[src/hdl/bgm_regs.svh]
// Constants for the battery gauge and voltage monitor control block
`ifndef BGM_REGS_SVH
`define BGM_REGS_SVH

// ------------------------------------------------------------------
// Pin synchroniser bit positions
// ------------------------------------------------------------------
`define BGM_PIN_CLK32      0
`define BGM_PIN_GG_BIT     1
`define BGM_PIN_VM_BIT     2
`define BGM_PIN_STANDBY_PIN      3
`define BGM_PIN_RSTN       4
`define BGM_PIN_PORN       5
`define BGM_PIN_COUNT      6

// ------------------------------------------------------------------
// Timing counts, in ticks of the 32.768 kHz clock
// ------------------------------------------------------------------
`define BGM_GG_CONV_TICKS  8192
`define BGM_VM_LO_TICKS    256
`define BGM_VM_HI_TICKS    8192
`define BGM_SNAP_MAX_TICKS 8
`define BGM_VM_WARM_TICKS  2

// ------------------------------------------------------------------
// Widths and power-up values
// ------------------------------------------------------------------
`define BGM_ACC_W          24
`define BGM_CNT_W          12
`define BGM_GG_RES_W       13
`define BGM_VM_RES_W       12
`define BGM_GG_MID         14'h1000
`define BGM_ACC_RESET      24'h000000
`define BGM_CNT_RESET      12'h000

`endif

[src/hdl/bgm_pkg.sv]
// Types shared by the battery gauge and voltage monitor control block
`include "bgm_regs.svh"

package bgm_pkg;

    // Host write to the gauge control bits
    typedef struct packed {
        logic gauge_enable;
        logic gauge_offset_cal;
        logic rd_req;
        logic clear_charge_acc;
        logic clear_discharge_acc;
        logic clear_counter;
    } bgm_gg_ctrl_t;

    // Host write to the volt_monitor_ctrl bits
    typedef struct packed {
        logic volt_monitor_power;
        logic volt_monitor_resolution;
        logic volt_monitor_offset_cal;
        logic volt_monitor_start;
    } bgm_vm_ctrl_t;

    // Gauge status seen by the host
    typedef struct packed {
        logic gauge_enable;
        logic gauge_offset_cal;
        logic gauge_running;
        logic rd_req;
        logic clear_charge_acc;
        logic clear_discharge_acc;
        logic clear_counter;
    } bgm_gg_stat_t;

    // Monitor status seen by the host
    typedef struct packed {
        logic volt_monitor_power;
        logic volt_monitor_resolution;
        logic volt_monitor_offset_cal;
        logic volt_monitor_start;
        logic volt_monitor_ready;
        logic volt_monitor_running;
    } bgm_vm_stat_t;

    // Whole state of the block
    typedef struct packed {
        logic [`BGM_PIN_COUNT-1:0] sync1;
        logic [`BGM_PIN_COUNT-1:0] sync2;
        logic                      k32_prev;
        bgm_gg_stat_t              gg;
        logic [12:0]               gg_tcnt;
        logic [13:0]               gg_ones;
        logic [`BGM_GG_RES_W-1:0]  gg_result;
        logic [`BGM_ACC_W-1:0]     chg;
        logic [`BGM_ACC_W-1:0]     dis;
        logic [`BGM_CNT_W-1:0]     nconv;
        logic [`BGM_ACC_W-1:0]     chg_snap;
        logic [`BGM_ACC_W-1:0]     dis_snap;
        logic [`BGM_CNT_W-1:0]     nconv_snap;
        bgm_vm_stat_t              vm;
        logic [1:0]                vm_warm;
        logic [12:0]               vm_tcnt;
        logic [13:0]               vm_ones;
        logic [`BGM_VM_RES_W-1:0]  vm_result;
    } bgm_state_t;

endpackage

[src/hdl/bgm_top.sv]
// Battery gas gauge and voltage monitor digital control
`timescale 1ns/100ps
`default_nettype none
`include "bgm_regs.svh"

module bgm_top (
    input  wire logic                      clk_sys_in,          // 100 MHz system clock
    input  wire logic                      rst_in,              // Power-up reset, sync high
    input  wire logic                      clk_32k_in,          // Slow converter clock pin
    input  wire logic                      gauge_bit_in,        // Gauge modulator bit
    input  wire logic                      volt_bit_in,         // Monitor modulator bit
    input  wire logic                      standby_pin_in,      // Low stops the gauge
    input  wire logic                      reset_pin_low_in,    // Active low reset pin
    input  wire logic                      por_low_in,          // Low while battery < POR
    input  wire logic                      gg_wr_in,            // Gauge control write pulse
    input  wire bgm_pkg::bgm_gg_ctrl_t     gg_ctrl_in,          // Gauge control word
    input  wire logic                      vm_wr_in,            // Monitor control write pulse
    input  wire bgm_pkg::bgm_vm_ctrl_t     vm_ctrl_in,          // Monitor control word
    output logic                           gauge_short_out,     // Short the gauge inputs
    output logic                           volt_gnd_out,        // Ground monitor input
    output bgm_pkg::bgm_gg_stat_t          gg_stat_out,         // Gauge status bits
    output logic [`BGM_GG_RES_W-1:0]       gauge_result_out,    // Latest gauge result
    output logic [`BGM_ACC_W-1:0]          charge_snap_out,     // Charge snapshot
    output logic [`BGM_ACC_W-1:0]          discharge_snap_out,  // Discharge snapshot
    output logic [`BGM_CNT_W-1:0]          conv_count_out,      // Counter snapshot
    output bgm_pkg::bgm_vm_stat_t          vm_stat_out,         // Monitor status bits
    output logic [`BGM_VM_RES_W-1:0]       volt_result_out      // Latest monitor result
);
    import bgm_pkg::*;

    // ------------------------------------------------------------------
    // State
    // ------------------------------------------------------------------
    bgm_state_t state_q;      // All flops of the block
    bgm_state_t state_d;      // Next value
    logic       tick;         // One cycle per slow-clock rising edge
    logic       standby_ok;   // Standby pin high after sync
    logic       pins_live;    // Neither reset pin nor low battery
    logic       gg_end;       // Gauge conversion finishes this tick
    logic       vm_end;       // Monitor conversion finishes this tick
    logic [12:0] vm_last;     // Final tick index of monitor conversion

    // Halve a modulator ones count and saturate it to a result width
    function automatic logic [11:0] sat_half(input logic [13:0] ones,
                                             input logic [11:0] max);
        logic [13:0] half;
        half = {1'b0, ones[13:1]};
        if (half > {2'h0, max}) begin
            sat_half = max;
        end else begin
            sat_half = half[11:0];
        end
    endfunction

    // ------------------------------------------------------------------
    // Decodes from the registered state
    // ------------------------------------------------------------------
    // Only the second flop of each synchroniser is looked at
    assign tick       = state_q.sync2[`BGM_PIN_CLK32] & ~state_q.k32_prev;
    assign standby_ok = state_q.sync2[`BGM_PIN_STANDBY_PIN];
    assign pins_live  = state_q.sync2[`BGM_PIN_RSTN] & state_q.sync2[`BGM_PIN_PORN];
    assign gg_end     = tick & state_q.gg.gauge_running
                        & (state_q.gg_tcnt == 13'(`BGM_GG_CONV_TICKS - 1));
    assign vm_last    = state_q.vm.volt_monitor_resolution
                        ? 13'(`BGM_VM_HI_TICKS - 1)
                        : 13'(`BGM_VM_LO_TICKS - 1);
    assign vm_end     = tick & state_q.vm.volt_monitor_running
                        & (state_q.vm_tcnt == vm_last);

    // ------------------------------------------------------------------
    // Next-state logic
    // ------------------------------------------------------------------
    // Hardware clears are applied before host writes so a set arriving
    // in the same cycle as a self-clear is never lost.
    always_comb begin
        logic [13:0] signed_res;
        logic [12:0] gg_res;
        logic [13:0] gg_all;      // Gauge ones count including this tick's bit
        logic [13:0] vm_all;      // Monitor ones count including this tick's bit
        signed_res = 14'h0;
        gg_res     = 13'h0;
        gg_all     = 14'h0;
        vm_all     = 14'h0;
        state_d    = state_q;

        // Pin synchronisers, two flops each
        state_d.sync1    = {por_low_in, reset_pin_low_in, standby_pin_in,
                            volt_bit_in, gauge_bit_in, clk_32k_in};
        state_d.sync2    = state_q.sync1;
        state_d.k32_prev = state_q.sync2[`BGM_PIN_CLK32];

        // Ones counts take in the bit of the closing tick as well, so that
        // every conversion weighs all of its samples, the last one too
        gg_all = state_q.gg_ones + {13'h0, state_q.sync2[`BGM_PIN_GG_BIT]};
        vm_all = state_q.vm_ones + {13'h0, state_q.sync2[`BGM_PIN_VM_BIT]};

        // Gauge result: ones count centred on mid scale, clamped
        signed_res = gg_all - `BGM_GG_MID;
        if (gg_all == 14'(`BGM_GG_CONV_TICKS)) begin
            gg_res = 13'h0fff;
        end else begin
            gg_res = signed_res[12:0];
        end

        // Gauge converter on each slow tick
        if (tick) begin
            if (state_q.gg.gauge_running) begin
                state_d.gg_tcnt = state_q.gg_tcnt + 13'h1;
                state_d.gg_ones = state_q.gg_ones + {13'h0, state_q.sync2[`BGM_PIN_GG_BIT]};
                if (gg_end) begin
                    state_d.gg_result = gg_res;
                    if (gg_res[12]) begin
                        // Wraps modulo 2^24 by width
                        state_d.dis = state_q.dis + `BGM_ACC_W'(-$signed(gg_res));
                    end else begin
                        state_d.chg = state_q.chg + {11'h0, gg_res};
                    end
                    state_d.nconv   = state_q.nconv + 12'h1;
                    state_d.gg_tcnt = 13'h0;
                    state_d.gg_ones = 14'h0;
                    // Enable off only takes effect here, between conversions
                    state_d.gg.gauge_running = state_q.gg.gauge_enable;
                end
            end else if (state_q.gg.gauge_enable && standby_ok) begin
                state_d.gg.gauge_running = 1'b1;
                state_d.gg_tcnt          = 13'h0;
                state_d.gg_ones          = 14'h0;
            end

            // Snapshot uses pre-clear values so a paired clear lands after it
            if (state_q.gg.rd_req) begin
                state_d.chg_snap   = state_q.chg;
                state_d.dis_snap   = state_q.dis;
                state_d.nconv_snap = state_q.nconv;
                state_d.gg.rd_req  = 1'b0;
            end
            if (state_q.gg.clear_charge_acc) begin
                state_d.chg                 = `BGM_ACC_RESET;
                state_d.gg.clear_charge_acc = 1'b0;
            end
            if (state_q.gg.clear_discharge_acc) begin
                state_d.dis                    = `BGM_ACC_RESET;
                state_d.gg.clear_discharge_acc = 1'b0;
            end
            if (state_q.gg.clear_counter) begin
                state_d.nconv            = `BGM_CNT_RESET;
                state_d.gg.clear_counter = 1'b0;
            end
        end

        // Standby low abandons a conversion without waiting
        if (!standby_ok) begin
            state_d.gg.gauge_running = 1'b0;
            state_d.gg_tcnt          = 13'h0;
            state_d.gg_ones          = 14'h0;
        end

        // Monitor warm-up and conversion on slow ticks
        if (tick) begin
            if (!state_q.vm.volt_monitor_power) begin
                state_d.vm.volt_monitor_ready = 1'b0;
                state_d.vm_warm               = 2'h0;
            end else if (!state_q.vm.volt_monitor_ready) begin
                state_d.vm_warm = state_q.vm_warm + 2'h1;
                if (state_q.vm_warm == 2'(`BGM_VM_WARM_TICKS - 1)) begin
                    state_d.vm.volt_monitor_ready = 1'b1;
                end
            end
            if (state_q.vm.volt_monitor_running) begin
                state_d.vm_tcnt = state_q.vm_tcnt + 13'h1;
                state_d.vm_ones = state_q.vm_ones + {13'h0, state_q.sync2[`BGM_PIN_VM_BIT]};
                if (vm_end) begin
                    // Result is stored in the same edge that drops running
                    if (state_q.vm.volt_monitor_resolution) begin
                        state_d.vm_result = sat_half(vm_all, 12'hfff);
                    end else begin
                        state_d.vm_result = sat_half(vm_all, 12'h07f);
                    end
                    state_d.vm.volt_monitor_running = 1'b0;
                end
            end
        end

        // Start is held exactly one clock then dropped
        state_d.vm.volt_monitor_start = 1'b0;
        if (state_q.vm.volt_monitor_start && state_q.vm.volt_monitor_ready
            && !state_q.vm.volt_monitor_running) begin
            state_d.vm.volt_monitor_running = 1'b1;
            state_d.vm_tcnt                 = 13'h0;
            state_d.vm_ones                 = 14'h0;
        end
        if (!state_q.vm.volt_monitor_power) begin
            state_d.vm.volt_monitor_running = 1'b0;
        end

        // Host writes; pending bits are only ever set here
        if (gg_wr_in) begin
            state_d.gg.gauge_enable     = gg_ctrl_in.gauge_enable;
            state_d.gg.gauge_offset_cal = gg_ctrl_in.gauge_offset_cal;
            state_d.gg.rd_req           = state_d.gg.rd_req | gg_ctrl_in.rd_req;
            state_d.gg.clear_charge_acc = state_d.gg.clear_charge_acc
                                          | gg_ctrl_in.clear_charge_acc;
            state_d.gg.clear_discharge_acc = state_d.gg.clear_discharge_acc
                                             | gg_ctrl_in.clear_discharge_acc;
            state_d.gg.clear_counter    = state_d.gg.clear_counter | gg_ctrl_in.clear_counter;
        end
        if (vm_wr_in) begin
            state_d.vm.volt_monitor_power      = vm_ctrl_in.volt_monitor_power;
            state_d.vm.volt_monitor_resolution = vm_ctrl_in.volt_monitor_resolution;
            state_d.vm.volt_monitor_offset_cal = vm_ctrl_in.volt_monitor_offset_cal;
            state_d.vm.volt_monitor_start      = vm_ctrl_in.volt_monitor_start;
        end

        // Reset pin or low battery: control back to power-up values,
        // accumulators and counter deliberately kept
        if (!pins_live) begin
            state_d.gg      = '0;
            state_d.gg_tcnt = 13'h0;
            state_d.gg_ones = 14'h0;
            state_d.vm      = '0;
            state_d.vm_warm = 2'h0;
            state_d.vm_tcnt = 13'h0;
            state_d.vm_ones = 14'h0;
        end
    end

    // ------------------------------------------------------------------
    // State register
    // ------------------------------------------------------------------
    always_ff @(posedge clk_sys_in) begin
        if (rst_in) begin
            state_q <= '0;
        end else begin
            state_q <= state_d;
        end
    end

    // ------------------------------------------------------------------
    // Outputs, all straight from flops
    // ------------------------------------------------------------------
    assign gauge_short_out    = state_q.gg.gauge_offset_cal;
    assign volt_gnd_out       = state_q.vm.volt_monitor_offset_cal;
    assign gg_stat_out        = state_q.gg;
    assign gauge_result_out   = state_q.gg_result;
    assign charge_snap_out    = state_q.chg_snap;
    assign discharge_snap_out = state_q.dis_snap;
    assign conv_count_out     = state_q.nconv_snap;
    assign vm_stat_out        = state_q.vm;
    assign volt_result_out    = state_q.vm_result;

    // Slow ticks seen while a read request waits
    logic [3:0] rd_wait_q;
    always_ff @(posedge clk_sys_in) begin
        if (rst_in || !state_q.gg.rd_req) begin
            rd_wait_q <= 4'h0;
        end else if (tick && rd_wait_q != 4'hf) begin
            rd_wait_q <= rd_wait_q + 4'h1;
        end
    end

    // Sign of the result that closes on this tick, for the accumulator checks
    function automatic logic gg_res_neg();
        gg_res_neg = ((state_q.gg_ones + {13'h0, state_q.sync2[`BGM_PIN_GG_BIT]})
                      < `BGM_GG_MID);
    endfunction
endmodule
`default_nettype wire

[config.mk]
export PLATFORM = sky130hd
export DESIGN_NAME = bgm_top
export DESIGN_NICKNAME = d
export VERILOG_FILES = /design/src/hdl/bgm_pkg.sv /design/src/hdl/bgm_top.sv
export VERILOG_INCLUDE_DIRS = /design/src /design/src/hdl
export SDC_FILE = /design/constraint.sdc
export NUM_CORES = 1
export LEC_CHECK = 0
export BUFFER_PORTS_ARGS = -buffer_cell sky130_fd_sc_hd__buf_2
export CORE_ASPECT_RATIO = 0.6
export CORE_MARGIN = 10
export CORE_UTILIZATION = 60
export CTS_CLUSTER_DIAMETER = 100
export DETAILED_ROUTE_END_ITERATION = 8
export PLACE_DENSITY_LB_ADDON = 0.08
export RECOVER_POWER = 100
export SYNTH_ARGS = -nofsm -noshare
export SYNTH_HDL_FRONTEND = slang
export SYNTH_SLANG_ARGS = --single-unit
[constraint.sdc]
create_clock -name clk_sys_in -period 6.7 [get_ports clk_sys_in]
set_input_delay 0.67 -clock clk_sys_in [delete_from_list [all_inputs] [get_ports clk_sys_in]]
set_output_delay 0.67 -clock clk_sys_in [all_outputs]
set_load 0.02 [all_outputs]
# Yosys cells after proc, flatten, opt, wreduce, memory -nomap -nowiden
# Cells that the tools add are included.
totals:
  register_bits: 227
  word_cells: 120
classes:
  add_sub_neg: 10
  order_cmp: 2
  eq_ne: 6
  n_mux: 31
  bitwise_logic: 15
  n_reduce_logical: 27
ops:
  columns: ["op", "count"]
  rows:
  - ["164-bit 2-to-1 mux", 1]
  - ["100-bit 2-to-1 mux", 1]
  - ["24-bit 2-to-1 mux", 4]
  - ["73-bit 2-to-1 mux", 1]
  - ["12-bit 2-to-1 mux", 5]
  - ["60-bit 2-to-1 mux", 1]
  - ["27-bit 2-to-1 mux", 2]
  - ["42-bit 2-to-1 mux", 1]
  - ["39-bit 2-to-1 mux", 1]
  - ["14-bit by 1-bit adder with 14-bit output", 2]
  - ["13-bit by 1-bit adder with 13-bit output (second input constant)", 2]
  - ["13-bit 2-to-1 mux", 2]
  - ["24-bit by 13-bit adder with 24-bit output", 1]
  - ["24-bit adder", 1]
  - ["13-bit negator with 24-bit output", 1]
  - ["2-bit nonzero test", 9]
  - ["14-bit == test (second input constant)", 1]
  - ["13-bit == test", 1]
  - ["13-bit == test (second input constant)", 1]
  - ["13-bit by 12-bit greater-than comparator with 1-bit output (second input constant)", 1]
  - ["13-bit by 7-bit greater-than comparator with 1-bit output (second input constant)", 1]
  - ["13-bit subtractor (second input constant)", 1]
  - ["12-bit by 1-bit adder with 12-bit output (second input constant)", 1]
  - ["3-bit OR reduction", 4]
  - ["other kinds (15)", 45]

# Longest topological paths before layout
# Gate-level depths: netlist of run 1.
logic_depth:
  depth_word: 12
  depth_mapped: 24

# Worst setup path before layout of run 1
# OpenSTA, ideal clock, no wires.
synth_timing:
  kind: "register to register"
  startpoint: "register state_q[180] in the netlist's numbering"
  endpoint: "register state_q[163] in the netlist's numbering"
  setup_ns: 0.074
  arrival_time_ns: 5.160
  path_slack_ns: 1.466
  path_stages_with_launch: 25
  n_path_buf: 5
  synth_period_minus_slack_ns: 5.234
  cell_sequence: "dfxtp_1 ha_1 ha_1 buf_4 nand4_4 o21a_1 or4b_1 or4_1 buf_2 or3_1 buf_2 buf_6 clkbuf_1 nand2_1 ha_1 a21o_1 a21oi_1 nor2b_1 nor2_1 o21ai_0 a211oi_1 o31ai_2 nand2_1 or4_1 a31oi_1"
synth_via:
  elab_chain_cells: 8
  elab_cells_between_ends: 11
  cone_classes: "3 x add/sub; 2 x eq/ne; 5 x mux; 1 x reduce/logical"
synth_rtl:
  columns: ["item", "line_no", "rtl"]
  rows:
  - ["from (decl)", "bgm_top.sv:34", "bgm_state_t state_q;"]
  - ["from (signal assigned)", "bgm_top.sv:234", "state_q <= state_d;"]
  - ["14-bit by 1-bit adder with 14-bit output *", "bgm_top.sv:94", "gg_all = state_q.gg_ones + {13'h0, state_q.sync2[`BGM_PIN_GG_BIT]};"]
  - ["13-bit subtractor (no source line) / 14-bit == test (equally long branches)", null, null]
  - ["13-bit 2-to-1 mux *", "bgm_top.sv:99", "if (gg_all == 14'(`BGM_GG_CONV_TICKS)) begin"]
  - ["24-bit by 13-bit adder with 24-bit output", "bgm_top.sv:116", "state_d.chg = state_q.chg + {11'h0, gg_res};"]
  - ["24-bit 2-to-1 mux", "bgm_top.sv:112", "if (gg_res[12]) begin"]
  - ["100-bit 2-to-1 mux", "bgm_top.sv:110", "if (gg_end) begin"]
  - ["73-bit 2-to-1 mux", "bgm_top.sv:107", "if (state_q.gg.gauge_running) begin"]
  - ["24-bit 2-to-1 mux", "bgm_top.sv:137", "if (state_q.gg.clear_charge_acc) begin"]
# Mark *: on every way between the ends. The rest lies on a longest branch, timed or not. The select of a mux whose other input is x is not followed.
# A chain may end at the register's enable or synchronous reset.

# Worst setup path after layout of run 1
layout_timing:
  startpoint: "register state_q[180] in the netlist's numbering"
  endpoint: "register state_q[141] in the netlist's numbering"
layout_via:
  elab_chain_cells: 9
  elab_cells_between_ends: 12
  cone_classes: "4 x add/sub; 1 x eq/ne; 5 x mux; 2 x reduce/logical"
layout_rtl:
  columns: ["item", "line_no", "rtl"]
  rows:
  - ["14-bit by 1-bit adder with 14-bit output *", "bgm_top.sv:94", null]
  - ["13-bit subtractor (no source line) / 14-bit == test (equally long branches)", null, null]
  - ["13-bit 2-to-1 mux *", "bgm_top.sv:99", null]
  - ["13-bit negator with 24-bit output", "bgm_top.sv:114", "state_d.dis = state_q.dis + `BGM_ACC_W'(-$signed(gg_res));"]
  - ["24-bit adder", "bgm_top.sv:114", null]
  - ["24-bit 2-to-1 mux", "bgm_top.sv:112", null]
  - ["100-bit 2-to-1 mux", "bgm_top.sv:110", null]
  - ["73-bit 2-to-1 mux", "bgm_top.sv:107", null]
  - ["24-bit 2-to-1 mux", "bgm_top.sv:141", "if (state_q.gg.clear_discharge_acc) begin"]
# Marked as above.

==> reports/results.tsv, run 1 <==
stage	metric	value	unit
status	status	finished, violations left	
status	failing checks	max-capacitance violations, max-slew violations	
synth	Net Count, Synth	1653	
synth	most frequent cell after synthesis	dfxtp_1	
critical_path	worst endpoint required time	7.09	ns
critical_path	crit path cell chain	ha_1 > ha_1 > nand4_4 > o21a_1 > or4b_1 > or4_1 > o31ai_1 > fa_1 > nor2_1 > maj3_1 > o32ai_1 > nand2_1 > o2111ai_2 > nand2_2 > o31a_1 > a221oi_2 > xor2_1 > o21ai_1	
detailed_routing	Routed WL per cell	17.5	µm
clock_network	Clock Tree Buf Depth	3	
die	IO Pins	120	
detailed_routing	Total Routed Length	32500	µm
sta	minimum clock period after layout	6.22	ns
power	pwr dens	204	mW/mm²
sta	Setup Skew	0.0128	ns
critical_path	crit path capture type	flop	
detailed_routing	initial DRC count	1288	
synth	number of synthesized flops with an enable pin	0	
sta	setup TNS	0	ns
grt	pin count of the biggest net entering global routing	102	
place	Port Buffers	119	
layout	Util after Layout	0.643	
clock_network	CTS Buf Count	22	
layout	Final Instance Count excl. Fillers	1856	
synth	area share of the largest cell type after synthesis	0.364	
sta	Final setup viols	0	
sta	FMAX	161	MHz
sta	Final Hold Vio Count	0	
place	RD Place Congestion	0.979	
critical_path	crit path DAT	6.61	ns
synth	most frequent cells after synthesis	dfxtp_1 (227), nand2_1 (225), nor2_1 (176), a21oi_1 (148), buf_4 (99)	
critical_path	Worst Setup SP	state_q[180]$_SDFFE_PP0P_	
synth	prevailing post-synth register cell	dfxtp_1	
sta	Slew @ Worst Pin	4.41	ns
die	Die ar.	0.0272	mm²
clock_network	setup bufs post-CTS	0	
critical_path	Crit-path slowest cell	o31ai_1	
place	Final HPWL DP	23800	µm
synth	largest area contributor in the netlist	dfxtp_1	
synth	count of different cell masters after synthesis	82	
die	die span in y	132	µm
sta	RSZ-0062 raised after global routing	false	
clock_network	CTS Sinks	227	
detailed_routing	Vias/cell	5.94	
layout	ant diodes	0	
critical_path	critical path class	flop to flop	
layout	share of layout cells above drive strength 1	0.0556	
die	initial core utilization	0.617	
critical_path	CP Max Fanout	14	
synth	sequential area share after synthesis	0.364	
detailed_routing	# DRC	0	
die	row count	40	
detailed_routing	Final ANT Viol Nets	0	
grt	All-Layer GR Usage	0.232	
synth	Synth Warn #	0	
clock_network	Clock transition at path regs	0.06	ns
place	# placed instances	1818	
die	Core Region	0.0202	mm²
power	Leak	4.66	nW
synth	Synth Area per Inst	7.81	µm²
power	VDD IR max	0.162	mV
synth	synth top area cells	dfxtp_1 (36%), nand2_1 (6.8%), buf_4 (6.0%)	
grt	initial antenna violation count	0	
clock_network	H-Tree Depth	1	
detailed_routing	Vias	11000	
sta	Max Slew Vio Count	200	
synth	Post-Syn Area	0.0125	mm²
clock_network	insertion delay to the later sink of the worst-skew pair	0.52	ns
critical_path	Worst Setup Start Kind	flop	
synth	async set or reset register ratio after synthesis	0	
clock_network	Resized cells post-CTS	0	
sta	worst rel slew slack	-1.94	
grt	vias in the first global route	9912	
critical_path	WP buf/inv	0	
clock_network	CTS root buf	clkbuf_16	
grt	GRT overflow	0	
critical_path	FF-to-FF Start	state_q[180]$_SDFFE_PP0P_	
hold_path	Hold Crit Class	input port to flop	
critical_path	crit-path leading delay family	compound AO/OA/AOI/OAI gates	
grt	first-pass GRT wire length	53000	µm
detailed_routing	DR pass1 iterations	5	
clock_network	Hold-fix buffers, CTS	0	
hold_path	hold_sp	volt_bit_in	
synth	Syn Inst Count	1598	
die	width of the chip	206	µm
sta	Tcrit/Tclk final	0.928	
layout	area added between synthesis and finish	4.15	%
critical_path	Critical Path Most Common Cell	ha_1	
clock_network	CTS tree	built	
synth	Synth Register Bits	227	
critical_path	CP max stage delay	0.89	ns
layout	NumNets Final	1624	
flow_run	maxcap violations	3	
[registers in the layout, summed over array words and instances (netlist names)]
register            count
state_d                 7
standby_ok              1
gauge_result_out       13
state_q               121
gauge_short_out         1
volt_gnd_out            1
vm_stat_out             5
discharge_snap_out     24
volt_result_out        12
conv_count_out         12
gg_stat_out             6
charge_snap_out        24
[per-stage QoR]
stage / hold slack (ns) / cell area [µm²] / setup WS, ns / total power, mW
after global routing: 0.368 / 13000 / 0.0642 / 2.74
after floorplan: 0.414 / 12500 / 1.47 / 1.42
after detailed placement: 0.430 / 12400 / 0.635 / 1.43
after global placement: 0.423 / 12400 / 0.852 / 1.43
final: 0.366 / 13000 / 0.484 / 2.65
after CTS: 0.353 / 13200 / 0.621 / 2.67
[final cells by class]
cell class / count / area [µm²]
well taps: 273 / 342
multi-input cells: 1147 / 6680
repair buffers: 134 / 567
clock inverters: 4 / 45.0
flip-flops and latches: 227 / 4540
inverters: 37 / 139
fillers: 1812 / 7220
clock buffers: 34 / 677
[per-layer routing]
| layer | vias up | part of all wire | global-route usage |
|---|---|---|---|
| li1 | 5423 | - | - |
| met1 | 5213 | 0.51 | 0.365 |
| met2 | 356 | 0.40 | 0.318 |
| met3 | 41 | 0.079 | 0.0393 |
| met4 | 0 | 0.017 | 0.0448 |
| met5 | - | 0 | 0 |
[cells in the final DEF (no fill, tap or decap), types with 20 or more instances in the layout]
cell type and instances:
a21oi_1 148, clkbuf_1 110, inv_1 36, nand2_1 224, nand3_1 34, nor3_1 26
a211oi_1 20, or3_1 25, nor2_1 176, o21ai_0 72, nor2b_1 25, xnor2_1 39
xor2_1 41, dfxtp_1 227, ha_1 34, clkbuf_16 23, and3_1 31, a22oi_1 28
[final timing paths]
check,to,slack [ns],depth (start not counted)
setup reg to reg,state_q[141]$_SDFFE_PP0P_,0.48,18
hold / removal,state_d[217]$_SDFF_PP0_,0.37,2
setup / recovery,state_q[141]$_SDFFE_PP0P_,0.48,18
hold reg to reg,state_q[220]$_SDFF_PP0_,0.44,1
[cells by family after synthesis]
family | Yosys count | synth area share
AND/OR/NAND/NOR | 629 | 0.236
AO/OA/AOI/OAI | 384 | 0.194
flip-flops | 227 | 0.364
buffers and inverters | 224 | 0.0991
XOR/XNOR | 80 | 0.0561
adder cells (fa/ha/maj) | 46 | 0.0445
multiplexers | 8 | 0.00642
[worst register-to-register path: cells and delay by family, from the launching register on]
kind	cells	cell delay (ns)
flops	1	0.33
compound gates	7	2.27
simple gates	6	1.83
xor+xnor	1	0.17
fa+ha+maj	4	1.48
[power by group]
group | leakage [nW] | total [mW] | internal (mW) | switching, mW
Combinational | 2.48 | 0.0480 | 0.0149 | 0.0331
Sequential | 1.83 | 1.35 | 1.35 | 0.00111
Clock | 0.358 | 1.25 | 0.730 | 0.523
No activity file was read; power rests on OpenSTA's default activity.
==> inputs of run 2 (changes only) <==
CORE_UTILIZATION = 40   (was 60)
MAX_ROUTING_LAYER = met4   (was unset)
==> run 2 against run 1 <==
Against the previous run: the run still ends with max-capacitance violations, max-slew violations left; largest cell class unchanged; highest routed layer unchanged; worst setup slack gained 0.030 ns; critical path type unchanged; final cell count grew 7.5%; clock skew is 0.0038 ns lower; global-route usage decreased by 5.1 points; combinational power grew 4%; core utilization is 21 points lower.
==> reports/results.tsv, run 2 (synthesized netlist as in run 1, its figures left out) <==
stage	metric	value	unit
layout	Largest register FFs	121	
sta	RSZ-0062 raised after global routing	false	
layout	Final Instance Count excl. Fillers	1995	
hold_path	hold_sp	por_low_in	
critical_path	crit path capture type	flop	
sta	Tcrit/Tclk final	0.923	
critical_path	Worst Setup Start Kind	flop	
layout	design area	0.0132	mm²
layout	NumNets Final	1626	
clock_network	Clock transition at path regs	0.06	ns
layout	ant diodes	0	
clock_network	H-Tree Depth	1	
detailed_routing	Routed WL per cell	17.6	µm
status	status	finished, violations left	
place	Final HPWL DP	25900	µm
detailed_routing	initial DRC count	951	
clock_network	Hold-fix buffers, CTS	0	
critical_path	FF-to-FF Start	state_q[180]$_SDFFE_PP0P_	
hold_path	Hold Crit Class	input port to flop	
place	RD Place Congestion	0.906	
critical_path	critical path class	flop to flop	
detailed_routing	Vias	10800	
critical_path	crit path DAT	6.57	ns
critical_path	CP Max Fanout	14	
grt	first-pass GRT wire length	55700	µm
sta	Max Slew Vio Count	127	
clock_network	setup bufs post-CTS	0	
grt	GRT busiest layer	met1	
grt	pin count of the biggest net entering global routing	61	
sta	FMAX	162	MHz
critical_path	Critical Path Most Common Cell	ha_1	
critical_path	Crit-path slowest cell	or4_4	
die	die span in y	157	µm
layout	share of layout cells above drive strength 1	0.0536	
grt	initial antenna violation count	0	
detailed_routing	Final ANT Viol Nets	0	
clock_network	CTS root buf	clkbuf_16	
layout	commonest non-fill, non-tap cells in the layout	dfxtp_1 (227), nand2_1 (225), nor2_1 (175), a21oi_1 (148), clkbuf_1 (115)	
critical_path	Worst Setup SP	state_q[180]$_SDFFE_PP0P_	
detailed_routing	Total Routed Length	35100	µm
sta	setup TNS	0	ns
sta	Final setup viols	0	
detailed_routing	Vias/cell	5.39	
grt	GRT met2 Usage	0.239	
clock_network	CTS Sinks	227	
place	Place WS	0.532	ns
clock_network	insertion delay to the later sink of the worst-skew pair	0.54	ns
grt	vias in the first global route	9748	
critical_path	CP max stage delay	0.62	ns
flow_run	maxcap violations	3	
layout	Largest Register	state_q	
grt	GRT overflow	0	
grt	global routing met1 resource utilization	0.273	
die	IO Pins	120	
layout	commonest non-fill, non-tap cell in the layout	dfxtp_1	
clock_network	CTS Buf Count	24	
place	Port Buffers	119	
power	overall power	2.74	mW
power	VDD IR max	0.150	mV
sta	Setup Skew	0.00895	ns
power	pwr dens	207	mW/mm²
grt	Global Route met3 Usage	0.0359	
status	failing checks	max-capacitance violations, max-slew violations	
clock_network	Resized cells post-CTS	0	
die	initial core utilization	0.411	
sta	final setup margin	0.515	ns
grt	All-Layer GR Usage	0.181	
power	Leak	4.66	nW
clock_network	CTS tree	built	
critical_path	crit path cell chain	ha_1 > ha_1 > nand4_4 > o21a_1 > or4b_1 > or4_4 > nor4_1 > or2_2 > ha_1 > fa_1 > nor2_1 > maj3_1 > o32ai_1 > nand2_1 > o2111ai_1 > nand2_1 > o31a_1 > a221oi_2 > xor2_1 > o21ai_1	
layout	area added between synthesis and finish	5.88	%
die	Core Region	0.0303	mm²
die	row count	49	
die	Die ar.	0.0389	mm²
sta	Slew @ Worst Pin	2.54	ns
place	# placed instances	1953	
sta	worst rel slew slack	-0.692	
detailed_routing	DR pass1 iterations	5	
detailed_routing	# DRC	0	
critical_path	worst endpoint required time	7.09	ns
clock_network	Clock Tree Buf Depth	3	
sta	Final Hold Vio Count	0	
place	Cell Area, Placed	0.0126	mm²
die	width of the chip	248	µm
sta	minimum clock period after layout	6.19	ns
run 2: changes by cell type in the layout (fill, tap and decap cells not counted), sizes merged:
cell	previous run	this run
inv	37	38
clkbuf	139	141
bufinv	1	2
clkinv	3	4
clkinvlp	0	1
buf	29	27
run 2: worst paths after layout:
path	endpoint	slack (ns)	cells after the start
max reg2reg	state_q[141]$_SDFFE_PP0P_	0.51	20
min	state_d[220]$_SDFF_PP0_	0.35	2
min reg2reg	state_q[219]$_SDFF_PP0_	0.44	1
max	state_q[141]$_SDFFE_PP0P_	0.51	20
run 2: critical path: cells and delay by family, from the launching register on:
| family | cells | cell delay, ns |
|---|---|---|
| compound gates | 6 | 1.51 |
| simple gates | 8 | 2.39 |
| xor+xnor | 1 | 0.18 |
| fa+ha+maj | 5 | 1.60 |
| flops | 1 | 0.34 |
run 2: power breakdown:
part	leakage [nW]	switching, mW	internal, mW
clock	0.373	0.569	0.765
combinational	2.46	0.0347	0.0152
sequential	1.83	0.00129	1.35
total	4.66	0.605	2.13
run 2: layout make-up:
type | count | area (µm²)
inverters | 37 | 139
multi-input cells | 1147 | 6690
flip-flops and latches | 227 | 4540
clock buffers | 34 | 658
fillers | 3100 | 17100
clock inverters | 8 | 110
repair buffers | 134 | 559
well taps | 408 | 510
run 2: per-stage QoR:
stage / utilization / hold WS (ns)
final: 0.435 / 0.348
after global routing: 0.435 / 0.358
after CTS: 0.441 / 0.325
after detailed placement: 0.416 / 0.428
after global placement: 0.416 / 0.418
after floorplan: - / 0.414
run 2: routing by layer:
metal  vias to the layer above  routed length, µm
met3                        45               2330
met2                       269              13700
met1                      5015              18500
met5                         -                  0
met4                         0                588
li1                       5433                  -
